==> config.mk <==
export PLATFORM = sky130hd
export DESIGN_NAME = serial_channel_general_mode
export DESIGN_NICKNAME = d
export VERILOG_FILES = /design/src/rtl/clk_monitor.v /design/src/rtl/pin_sync.v /design/src/rtl/serial_channel_general_mode.v
export VERILOG_INCLUDE_DIRS = /design/src /design/src/rtl
export SDC_FILE = /design/constraint.sdc
export NUM_CORES = 1
export LEC_CHECK = 0
export BUFFER_PORTS_ARGS = -buffer_cell sky130_fd_sc_hd__buf_2
export CELL_PAD_IN_SITES_DETAIL_PLACEMENT = 0
export CELL_PAD_IN_SITES_GLOBAL_PLACEMENT = 1
export CORE_ASPECT_RATIO = 0.5
export CORE_MARGIN = 5
export CORE_UTILIZATION = 39
export DETAILED_ROUTE_END_ITERATION = 6
export GPL_TIMING_DRIVEN = 0
export PLACE_DENSITY_LB_ADDON = 0.1
export SLEW_MARGIN = 20
export SYNTH_ARGS = -nofsm -noshare
export SYNTH_HDL_FRONTEND = slang
export SYNTH_SLANG_ARGS = --single-unit
==> constraint.sdc <==
create_clock -name ref_clk -period 1.7 [get_ports ref_clk]
set_input_delay 0.085 -clock ref_clk [delete_from_list [all_inputs] [get_ports ref_clk]]
set_output_delay 0.085 -clock ref_clk [all_outputs]
set_load 0.1 [all_outputs]
==> src/rtl/serial_channel_defs.vh <==
// Register map, field positions, reset values and timing counts of the serial channel mode block
`ifndef SERIAL_CHANNEL_DEFS_VH
`define SERIAL_CHANNEL_DEFS_VH

// Word indexes on the AHB-Lite bus (byte address = 4 * index)
`define GM_LOW_IDX 2'h0
`define GM_HIGH_IDX 2'h1
`define EVENT_IDX 2'h2
`define STATUS_IDX 2'h3

// Reset values
`define GM_LOW_RESET 31'h00000000
`define GM_HIGH_RESET 17'h00000
`define EVENT_RESET 5'h00

// High-word field positions, counted from bit 32
`define F_GDE 16
`define F_TRANSPARENT_CHECK_SELECT_HI 15
`define F_TRANSPARENT_CHECK_SELECT_LO 14
`define F_REVERSE_BIT_ORDER 13
`define F_TRX 12
`define F_TTX 11
`define F_CDP 10
`define F_CLEAR_TO_SEND_PULSE_MODE 9
`define F_CDS 8
`define F_CLEAR_TO_SEND_SAMPLING_SYNC 7
`define F_TFL 6
`define F_RFW 5
`define F_TX_SYNC_TO_RX 4
`define F_RX_SYNC_TIMING 0

// Event register bits
`define EV_GLITCH_RX 0
`define EV_GLITCH_TX 1
`define EV_CD_LOST 2
`define EV_CTS_LOST 3
`define EV_CHECK_ERR 4

// Frame-check encodings
`define CHECK_RESERVED 2'h3

// FIFO geometry in bytes
`define TX_DEPTH_FIRST 6'h20
`define TX_DEPTH_OTHER 6'h10
`define DEPTH_ONE 6'h01
`define RX_NARROW_FIRST 6'h08
`define RX_NARROW_OTHER 6'h04
`define RX_WRITE_WIDE 3'h4
`define RX_WRITE_NARROW 3'h1

// Serial clock edge counts
`define CD_SYNC_EDGES 2'h1
`define CD_ASYNC_EDGES 2'h2
`define TX_ALIGN_EDGES 4'h8
`define CTS_SYNC_EDGES 4'h1

// Glitch limit: shortest legal clock half-period
`define SYS_CLK_MHZ 20
`define GLITCH_MIN_NS 80
`define GLITCH_MIN_CYC ((`GLITCH_MIN_NS * `SYS_CLK_MHZ + 999) / 1000)

`endif

==> src/rtl/clk_monitor.v <==
// Serial clock edge finder and glitch detector on a synchronised clock level
`default_nettype none

module clk_monitor #(
  parameter MIN_CYC = 2
) (
  // Clock and reset
  input wire ref_clk,
  input wire rst,
  // Monitored level and detector enable
  input wire level,
  input wire enable,
  // One-cycle pulses
  output reg rise,
  output reg glitch
);

  reg prev_reg;
  reg [3:0] run_reg;

  // Run length of the current level; a too-short run is a glitch
  always @(posedge ref_clk)
  begin
    if (rst)
    begin
      prev_reg <= 1'b0;
      run_reg <= 4'hF;
      rise <= 1'b0;
      glitch <= 1'b0;
    end
    else
    begin
      prev_reg <= level;
      rise <= level & ~prev_reg;
      glitch <= 1'b0;
      if (level != prev_reg)
      begin
        run_reg <= 4'h1;
        glitch <= enable & (run_reg < MIN_CYC[3:0]);
      end
      else if (run_reg != 4'hF)
        run_reg <= run_reg + 4'h1; // Saturate: only short runs matter
    end
  end

endmodule

`default_nettype wire

==> src/rtl/pin_sync.v <==
// Two-flop synchroniser for pins from outside the system clock domain
`default_nettype none

module pin_sync #(
  parameter W = 4
) (
  // Clock and reset
  input wire ref_clk,
  input wire rst,
  // Raw and synchronised levels
  input wire [W-1:0] pin_in,
  output reg [W-1:0] pin_out
);

  reg [W-1:0] meta_reg;

  // First stage is read by the second stage only
  always @(posedge ref_clk)
  begin
    if (rst)
    begin
      meta_reg <= {W{1'b0}};
      pin_out <= {W{1'b0}};
    end
    else
    begin
      meta_reg <= pin_in;
      pin_out <= meta_reg;
    end
  end

endmodule

`default_nettype wire

==> src/rtl/serial_channel_general_mode.v <==
// General mode register bank of one serial channel with modem-line and clock supervision
`default_nettype none
`include "serial_channel_defs.vh"
// Contract
// 64-bit mode register reached as low word and high word
// Mode register is read-write and cleared to zero at reset
// Glitch enable turns on serial clock glitch detection, reported as event
// Software keeps glitch detection off for fast or internal clocks
// Check field picks CCITT-16, CRC16 or CCITT-32; 11 reserved
// Transparent transmit appends check only on descriptor request; errors still reported
// Reverse bit sends MSB first on transparent halves
// Transparent receiver bit overrides protocol mode for receiver
// Transparent transmitter bit overrides protocol mode for transmitter
// Software keeps both transparent bits equal in Ethernet mode
// Carrier envelope mode flags carrier loss; pulse mode ignores later transitions
// Software sets carrier pulse mode when routed through time slot assigner
// Clear-to-send envelope mode flags loss; pulse mode ignores later transitions
// Async carrier is synchronised first; sync carrier starts reception at once
// Remote changes synchronous carrier only while receive clock is low
// Async clear-to-send delays start several clocks; sync starts immediately
// Remote changes synchronous clear-to-send only while transmit clock is low
// Transmit FIFO depth 32 or 16 bytes, or one byte when set
// Wide receive FIFO is 32 bits; writes wait for 32 bits
// Narrow receive FIFO is 8 bits, quarter depth, writes each character
// Software picks narrow FIFO for character protocols, wide for frames
// Transmit aligns to receiver; with sync timing waits, then eight clocks
// Sync timing with sync carrier expects carrier on second bit
// Reserved bits read zero and ignore writes

module serial_channel_general_mode #(
  parameter FIRST_CHANNEL = 1,
  parameter CTS_ASYNC_EDGES = 3
) (
  // Clock and reset
  input wire ref_clk,
  input wire rst,
  // AHB-Lite slave
  input wire hsel,
  input wire [31:0] haddr,
  input wire [1:0] htrans,
  input wire hwrite,
  input wire [2:0] hsize,
  input wire [31:0] hwdata,
  input wire hready,
  output reg hreadyout,
  output reg hresp,
  output reg [31:0] hrdata,
  // Serial clock and modem pins
  input wire rx_clk,
  input wire tx_clk,
  input wire cd_n,
  input wire cts_n,
  // Protocol engine handshake
  input wire rx_enable,
  input wire tx_request,
  input wire bd_check_request,
  input wire rx_check_error,
  // Configuration to the engines
  output reg rx_transparent,
  output reg tx_transparent,
  output reg [1:0] check_select,
  output reg check_select_valid,
  output reg rx_reverse,
  output reg tx_reverse,
  output reg tx_append_check,
  output reg [5:0] tx_fifo_depth,
  output reg rx_fifo_narrow,
  output reg [5:0] rx_fifo_depth,
  output reg [2:0] rx_write_bytes,
  output reg tx_align_to_rx,
  output reg rx_cd_second_bit,
  output reg [30:0] low_config,
  // Line state
  output reg rx_receiving,
  output reg tx_sending
);

  localparam RX_IDLE = 3'b001;
  localparam RX_WAIT = 3'b010;
  localparam RX_RUN = 3'b100;
  localparam TX_IDLE = 3'b001;
  localparam TX_WAIT = 3'b010;
  localparam TX_RUN = 3'b100;

  reg [30:0] low_reg;
  reg [16:0] high_reg;
  reg [4:0] event_reg;
  reg [4:0] event_next;
  reg [2:0] rx_reg;
  reg [2:0] rx_next;
  reg [1:0] rx_cnt_reg;
  reg [1:0] rx_cnt_next;
  reg [2:0] tx_reg;
  reg [2:0] tx_next;
  reg [3:0] tx_cnt_reg;
  reg [3:0] tx_cnt_next;
  reg cd_lost;
  reg cts_lost;
  reg ap_write_reg;
  reg ap_read_reg;
  reg ap_hit_reg;
  reg [1:0] ap_idx_reg;
  reg [31:0] rd_mux;
  reg [31:0] w1c;
  wire [3:0] pins_s;
  wire rx_rise;
  wire tx_rise;
  wire rx_glitch;
  wire tx_glitch;
  wire take;
  wire cd_on;
  wire cts_on;
  wire glitch_detect_enable;
  wire transparent_receiver;
  wire transparent_transmitter;
  wire carrier_pulse_mode;
  wire clear_to_send_pulse_mode;
  wire carrier_sampling_sync;
  wire clear_to_send_sampling_sync;
  wire rx_sync_timing;
  wire tx_wait_rx;
  wire [1:0] rx_target;
  wire [3:0] tx_target;

  // All four pins come from outside the clock domain
  pin_sync #(
    .W(4)
  ) u_sync (
    .ref_clk(ref_clk),
    .rst(rst),
    .pin_in({cts_n, cd_n, tx_clk, rx_clk}),
    .pin_out(pins_s)
  );

  // Serial clock supervision, detector idle while glitch detection is off
  clk_monitor #(
    .MIN_CYC(`GLITCH_MIN_CYC)
  ) u_rx_mon (
    .ref_clk(ref_clk),
    .rst(rst),
    .level(pins_s[0]),
    .enable(glitch_detect_enable),
    .rise(rx_rise),
    .glitch(rx_glitch)
  );

  clk_monitor #(
    .MIN_CYC(`GLITCH_MIN_CYC)
  ) u_tx_mon (
    .ref_clk(ref_clk),
    .rst(rst),
    .level(pins_s[1]),
    .enable(glitch_detect_enable),
    .rise(tx_rise),
    .glitch(tx_glitch)
  );

  // Field taps of the high word, and modem lines decoded from active-low pins
  assign glitch_detect_enable = high_reg[`F_GDE];
  assign transparent_receiver = high_reg[`F_TRX];
  assign transparent_transmitter = high_reg[`F_TTX];
  assign carrier_pulse_mode = high_reg[`F_CDP];
  assign clear_to_send_pulse_mode = high_reg[`F_CLEAR_TO_SEND_PULSE_MODE];
  assign carrier_sampling_sync = high_reg[`F_CDS];
  assign clear_to_send_sampling_sync = high_reg[`F_CLEAR_TO_SEND_SAMPLING_SYNC];
  assign rx_sync_timing = high_reg[`F_RX_SYNC_TIMING];
  assign cd_on = ~pins_s[2];
  assign cts_on = ~pins_s[3];

  // Bus address phase accepted
  assign take = hsel & hready & htrans[1];

  // Read multiplexer; unmapped words and reserved bits read zero
  always @*
  begin
    rd_mux = 32'h00000000;
    if (ap_hit_reg)
    begin
      case (ap_idx_reg)
        `GM_LOW_IDX: rd_mux = {1'b0, low_reg};
        `GM_HIGH_IDX: rd_mux = {15'h0000, high_reg};
        `EVENT_IDX: rd_mux = {27'h0000000, event_reg};
        `STATUS_IDX: rd_mux = {24'h000000, tx_reg, rx_reg, cts_on, cd_on};
        default: rd_mux = 32'h00000000;
      endcase
    end
  end

  // Bus slave: writes take no wait state, reads one so data follows any write
  always @(posedge ref_clk)
  begin
    if (rst)
    begin
      ap_write_reg <= 1'b0;
      ap_read_reg <= 1'b0;
      ap_hit_reg <= 1'b0;
      ap_idx_reg <= 2'h0;
      hreadyout <= 1'b1;
      hresp <= 1'b0;
      hrdata <= 32'h00000000;
    end
    else if (ap_read_reg)
    begin
      hrdata <= rd_mux;
      hreadyout <= 1'b1;
      ap_read_reg <= 1'b0;
    end
    else
    begin
      ap_write_reg <= take & hwrite;
      ap_read_reg <= take & ~hwrite;
      hreadyout <= ~(take & ~hwrite);
      if (take)
      begin
        ap_hit_reg <= (haddr[31:4] == 28'h0000000) & (haddr[1:0] == 2'h0);
        ap_idx_reg <= haddr[3:2];
      end
    end
  end

  // Mode register words; reserved bits are simply not stored
  always @(posedge ref_clk)
  begin
    if (rst)
    begin
      low_reg <= `GM_LOW_RESET;
      high_reg <= `GM_HIGH_RESET;
    end
    else if (ap_write_reg & ap_hit_reg)
    begin
      if (ap_idx_reg == `GM_LOW_IDX)
        low_reg <= hwdata[30:0];
      if (ap_idx_reg == `GM_HIGH_IDX)
        high_reg <= hwdata[16:0];
    end
  end

  // Sticky events: write one to clear, a new event wins over the clear
  always @*
  begin
    w1c = 32'h00000000;
    if (ap_write_reg & ap_hit_reg & (ap_idx_reg == `EVENT_IDX))
      w1c = hwdata;
    event_next = event_reg & ~w1c[4:0];
    if (rx_glitch)
      event_next[`EV_GLITCH_RX] = 1'b1;
    if (tx_glitch)
      event_next[`EV_GLITCH_TX] = 1'b1;
    if (cd_lost)
      event_next[`EV_CD_LOST] = 1'b1;
    if (cts_lost)
      event_next[`EV_CTS_LOST] = 1'b1;
    if (rx_check_error)
      event_next[`EV_CHECK_ERR] = 1'b1;
  end

  // Receiver start needs one rx clock edge with sync carrier, more otherwise
  assign rx_target = carrier_sampling_sync ? `CD_SYNC_EDGES : `CD_ASYNC_EDGES;

  // Receiver carrier state machine
  always @*
  begin
    rx_next = rx_reg;
    rx_cnt_next = rx_cnt_reg;
    cd_lost = 1'b0;
    case (rx_reg)
      RX_IDLE:
      begin
        rx_cnt_next = 2'h0;
        if (rx_enable & cd_on)
          rx_next = RX_WAIT;
      end
      RX_WAIT:
      begin
        if (~rx_enable | (~cd_on & ~carrier_pulse_mode))
          rx_next = RX_IDLE;
        else if (rx_rise)
        begin
          rx_cnt_next = rx_cnt_reg + 2'h1;
          if (rx_cnt_reg + 2'h1 == rx_target)
            rx_next = RX_RUN;
        end
      end
      RX_RUN:
      begin
        if (~rx_enable)
          rx_next = RX_IDLE;
        else if (~cd_on & ~carrier_pulse_mode)
        begin
          cd_lost = 1'b1;
          rx_next = RX_IDLE;
        end
      end
      default:
        rx_next = RX_IDLE;
    endcase
  end

  // Transparent transmit with sync timing waits for the receiver first
  assign tx_wait_rx = high_reg[`F_TX_SYNC_TO_RX] & rx_sync_timing & transparent_transmitter;
  assign tx_target = tx_wait_rx ? `TX_ALIGN_EDGES :
    (clear_to_send_sampling_sync ? `CTS_SYNC_EDGES : CTS_ASYNC_EDGES[3:0]);

  // Transmitter clear-to-send state machine
  always @*
  begin
    tx_next = tx_reg;
    tx_cnt_next = tx_cnt_reg;
    cts_lost = 1'b0;
    case (tx_reg)
      TX_IDLE:
      begin
        tx_cnt_next = 4'h0;
        if (tx_request & cts_on & (~tx_wait_rx | (rx_reg == RX_RUN)))
          tx_next = TX_WAIT;
      end
      TX_WAIT:
      begin
        if (~tx_request | (~cts_on & ~clear_to_send_pulse_mode))
          tx_next = TX_IDLE;
        else if (tx_rise)
        begin
          tx_cnt_next = tx_cnt_reg + 4'h1;
          if (tx_cnt_reg + 4'h1 == tx_target)
            tx_next = TX_RUN;
        end
      end
      TX_RUN:
      begin
        if (~tx_request)
          tx_next = TX_IDLE;
        else if (~cts_on & ~clear_to_send_pulse_mode)
        begin
          cts_lost = 1'b1;
          tx_next = TX_IDLE;
        end
      end
      default:
        tx_next = TX_IDLE;
    endcase
  end

  // State, events and line-state outputs
  always @(posedge ref_clk)
  begin
    if (rst)
    begin
      rx_reg <= RX_IDLE;
      rx_cnt_reg <= 2'h0;
      tx_reg <= TX_IDLE;
      tx_cnt_reg <= 4'h0;
      event_reg <= `EVENT_RESET;
      rx_receiving <= 1'b0;
      tx_sending <= 1'b0;
    end
    else
    begin
      rx_reg <= rx_next;
      rx_cnt_reg <= rx_cnt_next;
      tx_reg <= tx_next;
      tx_cnt_reg <= tx_cnt_next;
      event_reg <= event_next;
      rx_receiving <= (rx_next == RX_RUN);
      tx_sending <= (tx_next == TX_RUN);
    end
  end

  // Decoded configuration, registered so every output leaves a flop
  always @(posedge ref_clk)
  begin
    if (rst)
    begin
      rx_transparent <= 1'b0;
      tx_transparent <= 1'b0;
      check_select <= 2'h0;
      check_select_valid <= 1'b1;
      rx_reverse <= 1'b0;
      tx_reverse <= 1'b0;
      tx_append_check <= 1'b0;
      tx_fifo_depth <= `TX_DEPTH_OTHER;
      rx_fifo_narrow <= 1'b0;
      rx_fifo_depth <= `TX_DEPTH_OTHER;
      rx_write_bytes <= `RX_WRITE_WIDE;
      tx_align_to_rx <= 1'b0;
      rx_cd_second_bit <= 1'b0;
      low_config <= `GM_LOW_RESET;
    end
    else
    begin
      rx_transparent <= transparent_receiver;
      tx_transparent <= transparent_transmitter;
      check_select <= high_reg[`F_TRANSPARENT_CHECK_SELECT_HI:`F_TRANSPARENT_CHECK_SELECT_LO];
      check_select_valid <= high_reg[`F_TRANSPARENT_CHECK_SELECT_HI:`F_TRANSPARENT_CHECK_SELECT_LO] != `CHECK_RESERVED;
      rx_reverse <= high_reg[`F_REVERSE_BIT_ORDER] & transparent_receiver;
      tx_reverse <= high_reg[`F_REVERSE_BIT_ORDER] & transparent_transmitter;
      // Check word goes out only when the descriptor asks for it
      tx_append_check <= transparent_transmitter & bd_check_request;
      if (high_reg[`F_TFL])
        tx_fifo_depth <= `DEPTH_ONE;
      else
        tx_fifo_depth <= (FIRST_CHANNEL != 0) ? `TX_DEPTH_FIRST : `TX_DEPTH_OTHER;
      rx_fifo_narrow <= high_reg[`F_RFW];
      if (high_reg[`F_RFW])
      begin
        rx_fifo_depth <= (FIRST_CHANNEL != 0) ? `RX_NARROW_FIRST : `RX_NARROW_OTHER;
        rx_write_bytes <= `RX_WRITE_NARROW;
      end
      else
      begin
        rx_fifo_depth <= (FIRST_CHANNEL != 0) ? `TX_DEPTH_FIRST : `TX_DEPTH_OTHER;
        rx_write_bytes <= `RX_WRITE_WIDE;
      end
      tx_align_to_rx <= high_reg[`F_TX_SYNC_TO_RX];
      rx_cd_second_bit <= rx_sync_timing & carrier_sampling_sync & transparent_receiver;
      low_config <= low_reg;
    end
  end

endmodule

`default_nettype wire

# Yosys cells after proc, flatten, opt, wreduce, memory -nomap -nowiden
# Cells that the tools add are included.
totals:
  regBits: 184
  input_bits: 82
  output_inout_bits: 93
  wordCells: 172
op_classes:
  add_sub_neg: 4
  magnitude_cmp: 2
  n_eq_ne: 22
  mux: 44
  n_bitwise: 42
  reduce_logical: 17
ops:
  columns: ["cell", "count"]
  rows:
  - ["32-bit one-hot mux with 4 select lines", 1]
  - ["3-bit 2-to-1 mux", 13]
  - ["32-bit 2-to-1 mux", 1]
  - ["28-bit zero test", 1]
  - ["4-bit 2-to-1 mux", 7]
  - ["1-bit AND", 23]
  - ["3-bit one-hot mux with 3 select lines", 2]
  - ["1-bit inverter", 14]
  - ["4-bit by 1-bit adder with 4-bit output, second input constant", 3]
  - ["3-bit == test, second input constant", 4]
  - ["6-bit 2-to-1 mux", 2]
  - ["1-bit 2-to-1 mux", 11]
  - ["2-bit OR reduction", 5]
  - ["4-bit by 2-bit less-than comparator with 1-bit output, second input constant", 2]
  - ["2-bit 2-to-1 mux", 4]
  - ["4-bit inequality test, second input constant", 2]
  - ["4-bit one-hot mux with 2 select lines", 1]
  - ["2-bit nonzero test", 4]
  - ["3-bit by 1-bit == test with 1-bit output, second input constant", 2]
  - ["3-bit by 2-bit == test with 1-bit output, second input constant", 2]
  - ["2-bit inequality test, second input constant", 3]
  - ["2-bit AND reduction", 3]
  - ["3-bit AND reduction", 2]
  - ["5-bit AND", 1]
  - ["other kinds (12)", 18]

# Depth between registers and ports, before layout
logic_depth:
  word_depth: 9
  ltp_mapped: 7

# Cells and area by module
# Synthesis repeated with hierarchy kept, for this count alone.
unflattened:
  hier_cells: 682
  area_unflattened_um2: 6366.1
modules_own_cells:
  columns: ["mod", "instances", "cells_per_inst", "area_per_inst_um2", "seq_area_each_um2"]
  rows:
  - ["serial_channel_general_mode", 1, 610, 5577.8, 3022.9]
  - ["clk_monitor", 2, 28, 289.0, 140.1]
  - ["pin_sync", 1, 16, 210.2, 160.2]

# Worst setup path before layout
# OpenSTA, ideal clock, no wires.
synth_path:
  path_kind: "flip-flop to output port"
  from: "register rx_fifo_depth[3]"
  to: "output port rx_fifo_depth[3]"
  arrival_ns: 1.374
  t_required_ns: 1.615
  setup_slack_ns: 0.241
  stages_incl_launch_ff: 2
  path_buffers: 1
  cell_sequence: "dfxtp_1 buf_4"
synth_rtl:
  columns: ["element", "line", "text"]
  rows:
  - ["from (decl)", "serial_channel_general_mode.v:68", "output reg [5:0] rx_fifo_depth,"]
  - ["from (signal assigned)", "serial_channel_general_mode.v:382", "rx_fifo_depth <= `TX_DEPTH_OTHER;"]
  - ["from (signal assigned)", "serial_channel_general_mode.v:405", "rx_fifo_depth <= (FIRST_CHANNEL != 0) ? `RX_NARROW_FIRST : `RX_NARROW_OTHER;"]
  - ["from (signal assigned)", "serial_channel_general_mode.v:410", "rx_fifo_depth <= (FIRST_CHANNEL != 0) ? `TX_DEPTH_FIRST : `TX_DEPTH_OTHER;"]
# No word-level cell between the ends.

# Final worst setup path
layout_path:
  from: "register tx_cnt_reg[0]"
  to: "register tx_sending"
layout_between:
  elab_chain_cells: 7
layout_rtl:
  columns: ["element", "line", "text"]
  rows:
  - ["from (decl)", "serial_channel_general_mode.v:95", "reg [3:0] tx_cnt_reg;"]
  - ["from (signal assigned)", "serial_channel_general_mode.v:361", "tx_cnt_reg <= tx_cnt_next;"]
  - ["4-bit by 1-bit adder with 4-bit output", "serial_channel_general_mode.v:324", "if (tx_cnt_reg + 4'h1 == tx_target)"]
  - ["4-bit == test", "serial_channel_general_mode.v:324", null]
  - ["3-bit 2-to-1 mux", "serial_channel_general_mode.v:324", null]
  - ["3-bit 2-to-1 mux", "serial_channel_general_mode.v:321", "else if (tx_rise)"]
  - ["3-bit 2-to-1 mux", "serial_channel_general_mode.v:319", "if (~tx_request | (~cts_on & ~clear_to_send_pulse_mode))"]
  - ["3-bit one-hot mux with 3 select lines", "serial_channel_general_mode.v:310", "case (tx_reg)"]
  - ["3-bit == test", "serial_channel_general_mode.v:364", "tx_sending <= (tx_next == TX_RUN);"]
  - ["to (signal assigned)", "serial_channel_general_mode.v:364", null]
  - ["to (decl)", "serial_channel_general_mode.v:75", "output reg tx_sending"]
# No other way between the ends.
# A chain may end at the register's enable or synchronous reset.

==> run_results.csv <==
group,metric,value,unit
job,maxCapViolations,0,
clocking,root_buffer,"clkbuf_16",
timing,min_period_over_period,94.9,%
timing,fmax,0.620,GHz
critical_path,r2r_slack,90,ps
cells_and_area,layout-drive-gt1-share,26.9,%
critical_path,cp_max_fo,7,
power,peakVddDrop,746,uV
clocking,htreeDepth,4,
synthesis,syn-mean-instance-area,9.48,sq um
die,ios,175,
clocking,cts_sinks,173,
global_route,grt_antenna_before_repair,0,
cells_and_area,area_delta_synth_final,35.1,%
timing,setup_slack,86.3,ps
synthesis,ys_types,55,
synthesis,netlist_top_cells_area,"dfxtp_1 55%, nand2_1 7.2%, nor2b_1 5.7%",
critical_path,cp.required,2060,ps
worst_hold_path,hold_class,"primary input to register",
worst_hold_path,hold_end,"tx_reg[2]$_SDFF_PP0_",
timing,setup_viol,0,
placed_design,dp_hpwl,13000,um
critical_path,endpoint_kind,"register",
synthesis,yosys-top-cells-count,"173 x dfxtp_1, 121 x nand2_1, 68 x a21oi_1",
global_route,use_met3,4.66,%
drt,viasPerCell,4.85,
synthesis,synth-seq-cells,173,
die,die_w,189,um
placed_design,place_ws,-129,ps
synthesis,yosys.area.top_type,"dfxtp_1",
global_route,grt_pass1_vias,5265,
synthesis,yosysTopAreaCellShare,55.1,%
drt,antenna_left,0,
drt,num_vias,5389,
drt,routed_wl,18400,um
critical_path,rr_endpoint,"tx_sending$_SDFF_PP0_",
power,p_total,9.23,mW
global_route,top_usage_layer,"met2",
timing,grt_setup_unrepaired,"true",
synthesis,yosysSeqAreaShare,55.1,%
power,powerDensity,1090,nW/um^2
die,initial_utilization,40.2,%
drt,wire_per_inst,16.5,um
clocking,clkLatencyLatePin,420,ps
die,rows,32,
timing,worst_pin_slew,895,ps
placed_design,io_buffers,160,
critical_path,arrival,1980,ps
die,die_h,99.7,um
global_route,grt_pass1_wl,29000,um
synthesis,synthCells,663,
critical_path,rr_startpoint,"tx_cnt_reg[0]$_SDFFE_PP0P_",
timing,fin_crit,1610,ps
timing,hold_viol,0,
power,power_leakage,3.58,nW
global_route,grt_use_met2,30.7,%
critical_path,crit_type,"register to register",
critical_path,start_kind,"register",
global_route,grt_use_met1,27.9,%
die,core-area,15600,sq um
drt,drt_iter0_markers,330,
synthesis,synth-edff-count,0,
drt,firstDrtPassIters,5,
global_route,overflow,0,
global_route,track_usage,19.6,%
synthesis,yosys_warnings,0,
timing,fin_worst_skew,7.99,ps
drt,route.detailed.drc,0,
clocking,numCtsBuffers,17,
synthesis,synth_flop_cell,"dfxtp_1",
run_status,outcome,"finished clean",
cells_and_area,diodes,0,
synthesis,synth.most_common_cell,"dfxtp_1",
clocking,cts_tree,"built",
clocking,clk_path_buf_depth,2,
cells_and_area,nNetsFinal,980,
timing,slew_headroom,40.3,%
timing,fin_tns_setup,0,ps
synthesis,synth.cell_area,6280,sq um
worst_hold_path,holdPathStages,4,
timing,drv_slew,0,
critical_path,reg2reg_depth,5,
synthesis,async_flop_share,0,%
placed_design,finalWeightedCongestion,0.839,
worst_hold_path,worstHoldStart,"tx_request",
clocking,clkTransAtPathRegs,70,ps
global_route,grt_start_max_net_pins,17,
die,die_area,18900,sq um
-- worst max-delay path by stage --
stage	from	end	slack, ps	cells past startpoint
floorplan	rx_fifo_depth[3]$_SDFF_PP0_	rx_fifo_depth[3]	240	1
global placement	rst	ap_write_reg$_SDFFE_PP0N_	-90	5
detailed placement	rst	event_reg[4]$_SDFF_PP0_	-130	5
CTS	ap_idx_reg[1]$_SDFFE_PP0P_	event_reg[3]$_SDFF_PP0_	20	5
global route	ap_hit_reg$_SDFFE_PP0P_	event_reg[3]$_SDFF_PP0_	-3	5
finish	tx_cnt_reg[0]$_SDFFE_PP0P_	tx_sending$_SDFF_PP0_	90	5
-- power by group --
group | total (mW) | internal, mW | switching [mW]
sequential | 4.25 | 4.15 | 0.0934
clock | 4.08 | 2.38 | 1.70
combinational | 0.896 | 0.409 | 0.487
total | 9.23 | 6.95 | 2.28
-- final cells by class --
| cell class | instances | area (sq um) |
|---|---|---|
| fillers | 1487 | 7130 |
| flip-flops and latches | 173 | 3470 |
| multi-input cells | 434 | 2560 |
| repair buffers | 203 | 1230 |
| clock buffers | 18 | 439 |
| plain buffers | 51 | 307 |
| well taps | 204 | 255 |
| clock inverters | 14 | 183 |
| inverters | 13 | 48.8 |
-- per-stage QoR --
stage | instance area (sq um) | instances | hold slack [ps] | util, %
detailed placement | 7370 | 1035 | 279 | 47.2
finish | 8490 | 1110 | 67.5 | 54.4
floorplan | 6310 | 671 | 113 | -
global route | 8490 | 1110 | 69.4 | 54.4
CTS | 8430 | 1110 | 44.6 | 54.0
global placement | 7370 | 1035 | 275 | 47.2
-- kinds of logic (layout without fill, tap and decap cells) --
kind of cell / after synthesis / count (layout) / share of synthesized area [%]
AND/OR/NAND/NOR: 281 / 281 / 22.6
multiplexers: 10 / 10 / 2.63
other: 1 / 9 / 0.0597
flip-flops: 173 / 173 / 55.1
AO/OA/AOI/OAI: 124 / 124 / 12.7
adder cells (fa/ha/maj): 5 / 5 / 0.996
XOR/XNOR: 5 / 5 / 0.697
buffers and inverters: 64 / 299 / 5.22
-- cell usage in the layout, fill, tap and decap left out, types with 14 or more instances in the layout --
master,netlist,final
a21oi_1,68,68
a22o_1,14,14
buf_2,14,165
buf_4,14,17
clkbuf_1,21,20
clkbuf_16,0,17
dfxtp_1,173,171
dlygate4sd3_1,0,42
nand2_1,121,121
nor2_1,31,30
nor2b_1,57,56
-- routing by layer --
| layer | share of wire, % | routed length, um |
|---|---|---|
| met5 | 0 | 0 |
| met4 | 0.65 | 119 |
| met3 | 4.8 | 886 |
| met2 | 45 | 8200 |
| met1 | 50 | 9170 |
-- critical path: stages, from the launching register on --
cell,delay (ps)
dfxtp_1,380
ha_1,350
nor2_1,50
o31a_1,270
nor4_2,330
o21a_1,170
-- what timing repair did --
| item | 4_1_cts | 5_1_grt |
|---|---|---|
| hold buffers | 42 | 0 |
| gates cloned | 0 | 0 |
| gates resized for setup | 3 | 21 |
| setup endpoints to repair | 20 | 62 |
| buffers inserted | 1 | 0 |
| endpoints found under the hold margin | 70 | 0 |
No activity file was read; power rests on OpenSTA's default activity.
